==> src/hdl/rpc_pkg.sv <==
// Constants shared by the RF channel phase control block.
package rpc_pkg;

  ////////////////////////////////////////////////////////////////////////////////
  // Bus geometry.
  localparam int unsigned ADDR_W    = 8;
  localparam int unsigned DATA_W    = 32;
  localparam int unsigned NUM_QUAD  = 5;   // Observe plus four decouplers.
  localparam int unsigned NUM_FINE  = 4;   // Observe plus decouplers one to three.
  localparam int unsigned MULT_W    = 16;
  localparam int unsigned STEP_W    = 16;
  localparam int unsigned FINE_W    = 9;
  localparam int unsigned PROD_W    = MULT_W + STEP_W;

  ////////////////////////////////////////////////////////////////////////////////
  // Register byte offsets; per-channel registers are one word apart.
  localparam logic [ADDR_W-1:0] REG_QUAD_BASE = 8'h00;  // Five words, 0x00 to 0x10.
  localparam logic [ADDR_W-1:0] REG_PULSE_ARG = 8'h14;
  localparam logic [ADDR_W-1:0] REG_MULT_BASE = 8'h20;  // Four words, 0x20 to 0x2c.
  localparam logic [ADDR_W-1:0] REG_STEP_BASE = 8'h30;  // Four words, 0x30 to 0x3c.
  localparam logic [ADDR_W-1:0] REG_STEP_SEL  = 8'h40;
  localparam logic [ADDR_W-1:0] REG_APPLIED   = 8'h44;

  ////////////////////////////////////////////////////////////////////////////////
  // Field positions.
  localparam int unsigned QUAD_LSB     = 0;   // Quadrature code in quad registers.
  localparam int unsigned ARG_CH_LSB   = 0;   // Channel number in the pulse argument.
  localparam int unsigned ARG_QUAD_LSB = 4;   // Quadrature code in the pulse argument.
  localparam int unsigned SEL_CH_LSB   = 0;   // Channel selector in the step select word.
  localparam int unsigned SEL_STEP_LSB = 16;  // Step value in the step select word.

  ////////////////////////////////////////////////////////////////////////////////
  // Channel selector codes for the step select word.
  localparam logic [1:0] SEL_OBSERVE = 2'h0;
  localparam logic [1:0] SEL_DEC1    = 2'h1;
  localparam logic [1:0] SEL_DEC2    = 2'h2;
  localparam logic [1:0] SEL_DEC3    = 2'h3;

  ////////////////////////////////////////////////////////////////////////////////
  // Resolution: fine units per ninety degrees, and the step in millidegrees.
  localparam int unsigned RES_MDEG_FINE     = 250;
  localparam int unsigned RES_MDEG_COARSE   = 1410;
  localparam logic [STEP_W-1:0] QUAD_UNITS_FINE   = 16'h0168;  // 360 steps of 0.25 deg.
  localparam logic [STEP_W-1:0] QUAD_UNITS_COARSE = 16'h0040;  // 64 steps of 1.41 deg.

  ////////////////////////////////////////////////////////////////////////////////
  // Reset values.
  localparam logic [1:0]        QUAD_RST = 2'h0;
  localparam logic [MULT_W-1:0] MULT_RST = 16'h0000;

  ////////////////////////////////////////////////////////////////////////////////
  // Phase settling time after a quadrature change.
  localparam int unsigned CLK_PERIOD_PS = 4000;
  localparam int unsigned SETTLE_NS     = 200;
  localparam int unsigned SETTLE_CYC    = (SETTLE_NS * 1000 + CLK_PERIOD_PS - 1) / CLK_PERIOD_PS;

endpackage : rpc_pkg

==> src/hdl/rpc_fine_if.sv <==
// Carrier between the phase controller and one small-angle phase unit.
`timescale 1ns/10ps
`default_nettype none
interface rpc_fine_if #(
  parameter int unsigned MW = 16,
  parameter int unsigned SW = 16,
  parameter int unsigned FW = 9
);
  logic [MW-1:0] mult;
  logic [SW-1:0] step;
  logic [FW-1:0] fine;
  logic [1:0]    carry;

  modport calc (input mult, input step, output fine, output carry);
  modport ctrl (output mult, output step, input fine, input carry);
endinterface : rpc_fine_if
`default_nettype wire

==> src/hdl/rpc_fine_unit.sv <==
// Small-angle phase unit: splits multiplier times step into fine part and carry.
`timescale 1ns/10ps
`default_nettype none
module rpc_fine_unit
  import rpc_pkg::*;
#(
  parameter logic [STEP_W-1:0] QUAD_UNITS = QUAD_UNITS_FINE
) (
  rpc_fine_if.calc f
);

  logic [PROD_W-1:0] prod;
  logic [PROD_W-1:0] quot;
  logic [PROD_W-1:0] rem;

  // Product of multiplier and step, split at ninety degrees; whole quadrants wrap modulo four.
  assign prod    = PROD_W'(f.mult) * PROD_W'(f.step);
  assign quot    = prod / PROD_W'(QUAD_UNITS);
  assign rem     = prod % PROD_W'(QUAD_UNITS);
  assign f.fine  = rem[FINE_W-1:0];
  assign f.carry = quot[1:0];

endmodule : rpc_fine_unit
`default_nettype wire

==> src/hdl/rpc_phase_ctrl.sv <==
// RF channel phase control: quadrature phase for five channels, small-angle phase for four.
//
// Overview of operation
// - Every channel selects 0, 90, 180 or 270 degrees with no added delay.
// - Observe and four decouplers each hold their own writable quadrature setting.
// - A quadrature write without any pulse command is accepted.
// - Written phases take effect at the start of the next sequence event.
// - Decoupler modulation lines are XORed with the decoupler quadrature code.
// - Small-angle phase resolves 0.25 degree or 1.41 degree steps.
// - Small-angle phase acts on the transmitted signal, independent of receiver.
// - Small-angle settings are absolute; repeating a write changes nothing.
// - Each small-angle channel has its own step size, used only by it.
// - Small-angle phase equals multiplier times that channel's step size.
// - Step size starts at ninety degrees until first written.
// - Selector-addressed step write equals the fixed-channel step write.
// - Sub-ninety part goes to fine unit; whole quadrants carry to next selection.
// - Carryover works even with the default step size.
// - Quadrature writes and pulse arguments change only the ninety-degree portion.
// - Pulse phase arguments are in units of ninety degrees.
`timescale 1ns/10ps
`default_nettype none
module rpc_phase_ctrl
  import rpc_pkg::*;
#(
  parameter logic [STEP_W-1:0] QUAD_UNITS = QUAD_UNITS_FINE
) (
  input  wire logic                       i_core_clk,
  input  wire logic                       i_sys_rst,
  input  wire logic [ADDR_W-1:0]          i_avs_address,
  input  wire logic                       i_avs_read,
  input  wire logic                       i_avs_write,
  input  wire logic [DATA_W-1:0]          i_avs_writedata,
  input  wire logic [3:0]                 i_avs_byteenable,
  output logic      [DATA_W-1:0]          o_avs_readdata,
  output logic                            o_avs_waitrequest,
  input  wire logic                       i_event_start,
  input  wire logic [2*(NUM_QUAD-1)-1:0]  i_dec_mod,
  output logic      [1:0]                 o_obs_quad,
  output logic      [2*(NUM_QUAD-1)-1:0]  o_dec_quad,
  output logic      [NUM_FINE*FINE_W-1:0] o_fine_phase,
  output logic                            o_quad_settling
);

  ////////////////////////////////////////////////////////////////////////////////
  // Bus handshake: each request is answered after exactly one wait cycle.
  logic ack;
  logic req;
  logic take;

  assign req               = i_avs_read | i_avs_write;
  assign take              = req & ~ack;
  assign o_avs_waitrequest = req & ~ack;

  // The ack flop drops right after the accepting edge, so back-to-back requests each wait one cycle.
  always_ff @(posedge i_core_clk) begin
    if (i_sys_rst) ack <= 1'b0;
    else           ack <= take;
  end

  ////////////////////////////////////////////////////////////////////////////////
  // Address decode. Partial-word writes are acknowledged but ignored.
  logic       wr_full;
  logic [5:0] word;
  logic       hit_quad;
  logic       hit_arg;
  logic       hit_mult;
  logic       hit_step;
  logic       hit_sel;
  logic       hit_appl;
  logic [2:0] quad_idx;
  logic [1:0] fine_idx;
  logic       wr_quad;
  logic       wr_arg;
  logic       wr_mult;
  logic       wr_step;
  logic       wr_sel;

  assign wr_full  = i_avs_write & (i_avs_byteenable == 4'hf) & take;
  assign word     = i_avs_address[7:2];
  assign hit_quad = (i_avs_address[1:0] == 2'h0) && (word < 6'(NUM_QUAD));
  assign hit_arg  = i_avs_address == REG_PULSE_ARG;
  assign hit_mult = (i_avs_address[7:4] == REG_MULT_BASE[7:4]) && (i_avs_address[1:0] == 2'h0);
  assign hit_step = (i_avs_address[7:4] == REG_STEP_BASE[7:4]) && (i_avs_address[1:0] == 2'h0);
  assign hit_sel  = i_avs_address == REG_STEP_SEL;
  assign hit_appl = i_avs_address == REG_APPLIED;
  assign quad_idx = word[2:0];
  assign fine_idx = word[1:0];
  assign wr_quad  = wr_full & hit_quad;
  assign wr_arg   = wr_full & hit_arg;
  assign wr_mult  = wr_full & hit_mult;
  assign wr_step  = wr_full & hit_step;
  assign wr_sel   = wr_full & hit_sel;

  // Pulse argument fields; channel codes above four are ignored.
  logic [2:0] arg_ch;
  logic [1:0] arg_quad;
  logic       arg_ok;
  logic [1:0] sel_ch;
  logic [STEP_W-1:0] sel_step;

  assign arg_ch   = i_avs_writedata[ARG_CH_LSB +: 3];
  assign arg_quad = i_avs_writedata[ARG_QUAD_LSB +: 2];
  assign arg_ok   = wr_arg & (arg_ch < 3'(NUM_QUAD));
  assign sel_ch   = i_avs_writedata[SEL_CH_LSB +: 2];
  assign sel_step = i_avs_writedata[SEL_STEP_LSB +: STEP_W];

  ////////////////////////////////////////////////////////////////////////////////
  // Per-channel quadrature state: pending code, pending flag and applied code.
  logic [1:0]  quad_pend [NUM_QUAD];
  logic        quad_due  [NUM_QUAD];
  logic [1:0]  quad_appl [NUM_QUAD];
  logic [1:0]  carry     [NUM_QUAD];
  logic [NUM_QUAD-1:0] quad_change;

  ////////////////////////////////////////////////////////////////////////////////
  // Small-angle state for observe and decouplers one to three.
  logic [MULT_W-1:0] mult      [NUM_FINE];
  logic              mult_due  [NUM_FINE];
  logic [STEP_W-1:0] step      [NUM_FINE];
  logic [FINE_W-1:0] fine_appl [NUM_FINE];
  logic [1:0]        carry_new [NUM_FINE];
  logic [FINE_W-1:0] fine_calc [NUM_FINE];

  genvar g;
  generate
    for (g = 0; g < NUM_QUAD; g++) begin : g_quad
      logic sel_q;
      logic sel_arg;
      logic fine_apply;
      logic [1:0] carry_in;

      assign sel_q   = wr_quad & (quad_idx == 3'(g));
      assign sel_arg = arg_ok & (arg_ch == 3'(g));

      // A write, with or without a pulse, only marks the code pending.
      always_ff @(posedge i_core_clk) begin
        if (i_sys_rst) begin
          quad_pend[g] <= QUAD_RST;
          quad_due[g]  <= 1'b0;
        end else if (sel_q) begin
          quad_pend[g] <= i_avs_writedata[QUAD_LSB +: 2];
          quad_due[g]  <= 1'b1;
        end else if (sel_arg) begin
          quad_pend[g] <= arg_quad;
          quad_due[g]  <= 1'b1;
        end else if (i_event_start) begin
          quad_due[g]  <= 1'b0;
        end
      end

      // Applied code changes only at an event start; the saved carry adds modulo four.
      always_ff @(posedge i_core_clk) begin
        if (i_sys_rst)                        quad_appl[g] <= QUAD_RST;
        else if (i_event_start && quad_due[g]) quad_appl[g] <= quad_pend[g] + carry[g];
      end

      assign quad_change[g] = i_event_start & quad_due[g];

      if (g < NUM_FINE) begin : g_has_fine
        assign fine_apply = i_event_start & mult_due[g];
        assign carry_in   = carry_new[g];
      end else begin : g_no_fine
        assign fine_apply = 1'b0;
        assign carry_in   = 2'h0;
      end

      // The carry is used by the next quadrature selection, then a new one may be saved.
      always_ff @(posedge i_core_clk) begin
        if (i_sys_rst)                        carry[g] <= 2'h0;
        else if (fine_apply)                  carry[g] <= carry_in;
        else if (quad_change[g])              carry[g] <= 2'h0;
      end
    end

    for (g = 0; g < NUM_FINE; g++) begin : g_fine
      rpc_fine_if #(.MW(MULT_W), .SW(STEP_W), .FW(FINE_W)) fif ();
      logic sel_m;
      logic sel_fixed;
      logic sel_by_ch;

      assign sel_m     = wr_mult & (fine_idx == 2'(g));
      assign sel_fixed = wr_step & (fine_idx == 2'(g));
      assign sel_by_ch = wr_sel & (sel_ch == 2'(g));
      assign fif.mult  = mult[g];
      assign fif.step  = step[g];
      assign fine_calc[g] = fif.fine;
      assign carry_new[g] = fif.carry;

      rpc_fine_unit #(.QUAD_UNITS(QUAD_UNITS)) u_fine (
        .f (fif.calc)
      );

      // Multiplier store; pending until the next event start.
      always_ff @(posedge i_core_clk) begin
        if (i_sys_rst) begin
          mult[g]     <= MULT_RST;
          mult_due[g] <= 1'b0;
        end else if (sel_m) begin
          mult[g]     <= i_avs_writedata[MULT_W-1:0];
          mult_due[g] <= 1'b1;
        end else if (i_event_start) begin
          mult_due[g] <= 1'b0;
        end
      end

      // Both step write paths land in the same register.
      always_ff @(posedge i_core_clk) begin
        if (i_sys_rst)      step[g] <= QUAD_UNITS;
        else if (sel_fixed) step[g] <= i_avs_writedata[STEP_W-1:0];
        else if (sel_by_ch) step[g] <= sel_step;
      end

      // Fine phase is absolute: it is recomputed, never accumulated.
      always_ff @(posedge i_core_clk) begin
        if (i_sys_rst)                         fine_appl[g] <= '0;
        else if (i_event_start && mult_due[g]) fine_appl[g] <= fine_calc[g];
      end

      // No receiver phase enters the fine output path.
      assign o_fine_phase[g*FINE_W +: FINE_W] = fine_appl[g];
    end
  endgenerate

  ////////////////////////////////////////////////////////////////////////////////
  // Outputs. Decoupler codes are XORed with modulation lines and registered.
  logic [2*(NUM_QUAD-1)-1:0] dec_code;
  logic [2*(NUM_QUAD-1)-1:0] next_dec_quad;

  generate
    for (g = 1; g < NUM_QUAD; g++) begin : g_dec_out
      assign dec_code[2*(g-1) +: 2] = quad_appl[g];
    end
  endgenerate
  assign next_dec_quad = dec_code ^ i_dec_mod;

  // Registered outputs add one cycle; no programmable delay is ever inserted.
  always_ff @(posedge i_core_clk) begin
    if (i_sys_rst) begin
      o_obs_quad <= QUAD_RST;
      o_dec_quad <= '0;
    end else begin
      o_obs_quad <= quad_appl[0];
      o_dec_quad <= next_dec_quad;
    end
  end

  ////////////////////////////////////////////////////////////////////////////////
  // Settling indicator: high for the settle time after any quadrature change.
  localparam int unsigned SETTLE_W = $clog2(SETTLE_CYC + 1);
  logic [SETTLE_W-1:0] settle_cnt;

  always_ff @(posedge i_core_clk) begin
    if (i_sys_rst)            settle_cnt <= '0;
    else if (|quad_change)    settle_cnt <= SETTLE_W'(SETTLE_CYC);
    else if (settle_cnt != 0) settle_cnt <= settle_cnt - SETTLE_W'(1);
  end
  assign o_quad_settling = settle_cnt != 0;

  ////////////////////////////////////////////////////////////////////////////////
  // Read mux. Unmapped addresses read zero.
  logic [DATA_W-1:0] rd_mux;
  logic [DATA_W-1:0] appl_word;

  assign appl_word = {14'h0, carry[3], carry[2], carry[1], carry[0],
                      quad_appl[4], quad_appl[3], quad_appl[2], quad_appl[1], quad_appl[0]};
  assign rd_mux = hit_quad ? DATA_W'(quad_pend[quad_idx]) :
                  hit_mult ? DATA_W'(mult[fine_idx]) :
                  hit_step ? DATA_W'(step[fine_idx]) :
                  hit_appl ? appl_word : '0;

  // Read data loads at the edge ending the wait cycle and stands while waitrequest is low.
  always_ff @(posedge i_core_clk) begin
    if (i_sys_rst)              o_avs_readdata <= '0;
    else if (take & i_avs_read) o_avs_readdata <= rd_mux;
  end

  // Multiplier writes legitimately move the fine phase at the next event, so they are left out.
  logic sel_any_mult;
  assign sel_any_mult = wr_mult;
endmodule : rpc_phase_ctrl
`default_nettype wire

==> config.mk <==
export PLATFORM = sky130hd
export DESIGN_NAME = rpc_phase_ctrl
export DESIGN_NICKNAME = d
export VERILOG_FILES = /design/src/hdl/rpc_pkg.sv /design/src/hdl/rpc_fine_if.sv /design/src/hdl/rpc_fine_unit.sv /design/src/hdl/rpc_phase_ctrl.sv
export SDC_FILE = /design/constraint.sdc
export NUM_CORES = 2
export LEC_CHECK = 0
export ABC_CLOCK_PERIOD_IN_PS = 26900
export BUFFER_PORTS_ARGS = -buffer_cell sky130_fd_sc_hd__buf_2
export CELL_PAD_IN_SITES_DETAIL_PLACEMENT = 1
export CELL_PAD_IN_SITES_GLOBAL_PLACEMENT = 2
export CORE_MARGIN = 2
export CORE_UTILIZATION = 40
export CTS_CLUSTER_SIZE = 12
export DETAILED_ROUTE_END_ITERATION = 10
export GPL_ROUTABILITY_DRIVEN = 0
export HOLD_SLACK_MARGIN = 0.15
export PLACE_DENSITY_LB_ADDON = 0.1
export SLEW_MARGIN = 20
export SYNTH_ARGS = -nofsm -noshare
export SYNTH_HDL_FRONTEND = slang
export SYNTH_HIERARCHICAL = 1
export SYNTH_SLANG_ARGS = --single-unit
==> constraint.sdc <==
create_clock -name i_core_clk -period 26.9 [get_ports i_core_clk]
set_input_delay 2.69 -clock i_core_clk [delete_from_list [all_inputs] [get_ports i_core_clk]]
set_output_delay 2.69 -clock i_core_clk [all_outputs]
set_load 0.01 [all_outputs]
After elaboration in Yosys (flattened, before gate mapping). Memory sizes are Yosys's and may differ from the RTL's. Cells that the tools add are included. Widths: inputs -> output; s select.

Add/sub/neg operators: 6. Multiply operators: 4. Divide/modulo/power cells: 8. Magnitude comparators: 2. Equality and inequality tests: 20. Muxes and demuxes: 237. Bitwise gates (word level): 107. Reduce and logical (&&, ||, !) cells: 21.

Operators by type and width (number): $mux 16 (12); $mux 1 (191); $div 32x9->32 const B (4); $mod 32x9->32 const B (4); $mul 16x16->32 (4); $mux 18 (4); $or 1x1->1 (64); $mux 2 (24); $and 1x1->1 (41); $mux 9 (4); $eq 8x7->1 const B (2); $eq 3x2->1 const B (4); $logic_and 1x1->1 (12); $mux 6 (2); $add 2x2->2 (5); $eq 2x2->1 const B (4); $eq 4x2->1 const B (2); $eq 8x5->1 const B (1); $xor 8x8->8 (1); $eq 3x1->1 const B (2); $eq 3x3->1 const B (2); $logic_not 2->1 (3); $logic_not 3->1 (2); $lt 6x3->1 const B (1); 9 further kinds (10).

Flip-flop bits (word level): 49. Bits in writable memories: 203. Bits of input ports: 57. Word-level logic and storage cells: 419. Memories kept: 8.

Memory list: mult (depth 4, width 16, rd ports 5, clocked after Yosys merged registers in 0, write ports 4, RTL line rpc_phase_ctrl.sv:117) `logic [MULT_W-1:0] mult [NUM_FINE];`; step (depth 4, width 16, rd ports 5, clocked after Yosys merged registers in 0, write ports 4, RTL line rpc_phase_ctrl.sv:119) `logic [STEP_W-1:0] step [NUM_FINE];`; fine_appl (depth 4, width 9, rd ports 4, clocked after Yosys merged registers in 0, write ports 4, RTL line rpc_phase_ctrl.sv:120) `logic [FINE_W-1:0] fine_appl [NUM_FINE];`; carry (depth 5, width 2, rd ports 5, clocked after Yosys merged registers in 0, write ports 5, RTL line rpc_phase_ctrl.sv:112) `logic [1:0] carry [NUM_QUAD];`; quad_appl (depth 5, width 2, rd ports 5, clocked after Yosys merged registers in 0, write ports 5, RTL line rpc_phase_ctrl.sv:111) `logic [1:0] quad_appl [NUM_QUAD];`; quad_pend (depth 5, width 2, rd ports 6, clocked after Yosys merged registers in 0, write ports 5, RTL line rpc_phase_ctrl.sv:109) `logic [1:0] quad_pend [NUM_QUAD];`; 2 more memories.

Logic depth before layout (Yosys ltp).
Depth in word-level cells: 12. Mapped depth: 103.

Hierarchy. Netlist, hierarchy kept.

Modules (own cells, without submodules): rpc_fine_unit at g_fine[1].u_fine ... (instances 2, cells an instance 2220, area each 16764.8 µm²); rpc_fine_unit at g_fine[0].u_fine (instances 1, cells an instance 2249, area each 17231.5 µm²); rpc_fine_unit at g_fine[3].u_fine (instances 1, cells an instance 2170, area each 16907.5 µm²); rpc_phase_ctrl (instances 1, cells an instance 882, area each 11184.5 µm²).

Least setup slack after synthesis. OpenSTA, ideal clock, no wires.

Kind: register -> register. Start: memory mult[3][10]. End: memory fine_appl[3][5] (data pin). Setup time: 0.255 ns. Arrival time: 22.437 ns. Data required time: 26.645 ns. Setup slack: 4.208 ns. Stages on the path, launching flop included: 95. Buffers on the path: 8. Period minus slack after synthesis: 22.692 ns. Cells stage by stage: edfxtp_1 > clkbuf_1 > nand2_1 > fa_1 > inv_1 > fa_1 > inv_1 > fa_1 > inv_1 > fa_1 > fa_1 > inv_1 > fa_1 > inv_1 > ha_1 > buf_4 > a21oi_1 > o21ai_1 > [... 59 more ...] > a21o_2 > a31o_1 > o41ai_1 > nand2_1 > o21a_1 > buf_4 > a31oi_4 > a21boi_1 > o21a_1 > o2111ai_1 > a311oi_2 > nor3_2 > a2111o_1 > a41oi_1 > o221a_2 > mux2i_1 > xnor2_1 > and3_1.

RTL lines (RTL line): start, declared (rpc_phase_ctrl.sv:117); end, declared (rpc_phase_ctrl.sv:120).

==> results_dict.tcl <==
set metrics [dict create \
    outcome "finished, final reports clean" \
    die_w_um 448.0 \
    antenna_found_initial 42 \
    synth_area_mm2 0.07885 \
    drt_iter0_markers 4924 \
    layout_commonest_cell "nand2_1" \
    start_util_pct 40.36 \
    worst_ep_arrival_time_ns 26.03 \
    finalNonFillerCells 12750 \
    min_to "o_avs_readdata[13]$_SDFFE_PP0P_" \
    synthArstFlopShare_pct 0 \
    clk_pin_slew_ns 0.07 \
    timing.max_cap.violations 0 \
    synth_enable_flop_cells 201 \
    grt_max_degree 60 \
    io_pins 137 \
    clk_latency_ns 0.62 \
    synthAdderAreaFrac_pct 26.88 \
    cts_buffers 34 \
    slowest_delay_ns 0.83 \
    fin_util_pct 44.92 \
    drv_slew 0 \
    clock_sinks 236 \
    cts_tree "done" \
    wire_per_inst_um 22.84 \
    synthToLayoutAreaGrowth_pct 11.31 \
    drive_above_1_share_pct 14.44 \
    vias 76730 \
    final_cell_mix "1155 x nand2_1, 928 x inv_1, 776 x fa_1" \
    stdcell_area_mm2 0.08777 \
    drtPass1Iterations 6 \
    critPathLaunchType "flop" \
    critPathKind "reg2reg" \
    io_buffers 122 \
    tightestPinTransition_ns 1.289 \
    setup_viol 0 \
    final_nets 11330 \
    relSlewSlack_pct 13.19 \
    ys.flop_type "edfxtp_1" \
    fin_crit_ns 25.67 \
    r2r_start "step[1][13]$_DFFE_PP_" \
    critPathTopFamily "compound AO/OA/AOI/OAI gates" \
    reg2reg_depth 88 \
    ys_ff_latch 236 \
    hp-start "o_avs_readdata[13]$_SDFFE_PP0P_" \
    clk_path_buf_depth 3 \
    final-hold-violation-count 0 \
    r2r_end "fine_appl[1][6]$_SDFFCE_PN0P_" \
    die_area_mm2 0.2007 \
    synth_compound_area_share_pct 23.68 \
    dp_hpwl_um 224100 \
    whs_ns 0.4459 \
    synth_seq_area_share_pct 8.543 \
    synth.distinct_cells 177 \
    fin_skew_ns 0.03386 \
    yosysWarnings 6 \
    placed_area_mm2 0.08226 \
    drc 0 \
    holdPathStages 2 \
    worstPathMaxFanout 20 \
    die_y_um 448.0 \
    viasPerCell 6.020 \
    fp.coreArea_mm2 0.1954 \
    synth_cells 9741 \
    synth_top_family_by_area "adder cells" \
    synthMuxAreaShare_pct 4.502 \
    routed_wl_um 291200 \
    critPathBufInv 9 \
    worst-endpoint-required_ns 27.26 \
    hold_class "reg2reg" \
    fmax_mhz 38.95 \
    grt_usage_pct 28.02 \
    cts_root_buf "clkbuf_16" \
    cp-end-kind "flop" \
    drt.antenna.violating_nets 0 \
    placed_cells 12270 \
    rows 162 \
    htreeDepth 2 \
    overflow 0 \
    grt_pass1_vias 78940 \
    cpMaxStageDelayCell "edfxtp_1" \
    synth-xor-area-share_pct 5.811 \
    grt_first_pass_wirelength_um 454400 \
    avgSynthCellArea_um2 8.095 \
    yosys.area_share.simple_pct 23.05 \
    r2r_setup_slack_ns 1.23 \
    min_period_over_period_pct 95.44 \
]
[repair_timing]
| item | in CTS | in global routing |
|---|---|---|
| hold buffers | 0 | 0 |
| hold endpoints to repair | 0 | 0 |
| resized for setup | 12 | 135 |
| pin swaps | 3 | 23 |
| setup endpoints to repair | 15 | 32 |
| setup buffers | 75 | 309 |
[through the flow]
stage | setup TNS (ns) | setup WS, ns
floorplan | 0 | 4.208
global placement | -5.508 | -0.9530
detailed placement | -9.700 | -1.452
CTS | 0 | 0.1342
global route | -0.4028 | -0.1474
finish | 0 | 1.226
[state kept, by name (all words and copies together), names as in the netlist, 2 cells and up]
signal          cells
step               64
o_obs_quad          2
mult_due            4
quad_appl          10
fine_appl          36
carry               8
quad_due            5
o_dec_quad          8
quad_pend          10
o_avs_readdata     18
settle_cnt          6
mult               64
[cells by family (layout without fill, tap and decap cells)]
group	after synthesis	count (layout)
fa+ha+maj	1236	1236
mux	309	309
other cells	1	45
buf+inv	1415	1753
xor+xnor	494	494
simple gates	3584	3584
flops	236	236
compound gates	2466	2466
[cells in the mapped netlist, types with 28 or more instances]
cell	count	area share (%)
a2111oi_0	32	0.36
a211o_1	42	0.47
a211oi_1	90	0.86
a211oi_2	30	0.48
a21o_1	86	0.82
a21oi_1	441	2.8
a21oi_2	35	0.39
a221oi_1	29	0.32
a22o_1	73	0.81
a22oi_1	57	0.54
a31oi_1	87	0.69
and2_1	667	5.3
and3_1	108	0.86
buf_2	93	0.59
buf_4	79	0.75
clkbuf_1	252	1.2
dfxtp_1	35	0.89
edfxtp_1	201	7.7
fa_1	776	20
ha_1	422	6.7
inv_1	928	4.4
maj3_1	36	0.46
mux2_2	51	0.73
mux2i_1	210	2.7
nand2_1	1158	5.5
nand2b_1	42	0.33
nand3_1	244	1.5
nand4_1	114	0.90
nor2_1	582	2.8
nor3_1	238	1.5
nor4_1	89	0.71
o2111ai_1	37	0.41
o211ai_1	109	1.0
o21a_1	96	0.91
o21ai_0	338	2.1
o21ai_1	125	0.79
o221ai_1	28	0.31
o22ai_1	55	0.44
o31a_1	36	0.40
o31ai_1	44	0.42
or2_2	32	0.25
or3_1	63	0.50
xnor2_1	336	3.7
xor2_1	124	1.4
[worst reg2reg max path, delay by kind of cell, from the launching register on]
family / cells / cell delay (ns)
buffers and inverters: 9 / 1.39
flip-flops: 1 / 0.83
AO/OA/AOI/OAI: 46 / 11.83
XOR/XNOR: 4 / 1.12
adder cells (fa/ha/maj): 7 / 3.54
AND/OR/NAND/NOR: 17 / 4.96
multiplexers: 5 / 1.76
[layer usage]
layer / part of all wire [%] / vias up / GRT usage (%) / wire length, um
met5: 0 / - / 0 / 0
met4: 4.4 / 0 / 10.77 / 12760
met2: 48 / 1826 / 47.38 / 138900
met3: 4.1 / 538 / 2.325 / 12050
li1: - / 35340 / - / -
met1: 44 / 39030 / 37.10 / 127500
[area by class of cell]
cell class | instances | area [um2]
clock inverter | 14 | 107.6
multi-input combinational | 8103 | 67070
antenna | 31 | 77.57
sequential | 236 | 6736
tap | 2624 | 3283
timing repair buffer | 749 | 5981
inverter | 946 | 3556
clock buffer | 44 | 960.9
fill | 23680 | 107600
[worst max-delay path by stage]
stage	cells after the start	from	end	slack (ns)
finish	88	step[1][13]$_DFFE_PP_	fine_appl[1][6]$_SDFFCE_PN0P_	1.23
global route	81	step[1][13]$_DFFE_PP_	fine_appl[1][6]$_SDFFCE_PN0P_	-0.15
CTS	81	step[1][4]$_DFFE_PP_	fine_appl[1][6]$_SDFFCE_PN0P_	0.13
detailed placement	85	step[1][1]$_DFFE_PP_	fine_appl[1][6]$_SDFFCE_PN0P_	-1.45
global placement	85	step[1][1]$_DFFE_PP_	fine_appl[1][6]$_SDFFCE_PN0P_	-0.95
floorplan	94	mult[3][10]$_SDFFCE_PN0P_	fine_appl[3][5]$_SDFFCE_PN0P_	4.21
Power is not shown: default switching activity piles up to over one toggle a cycle in this logic, so the estimate is an artifact.
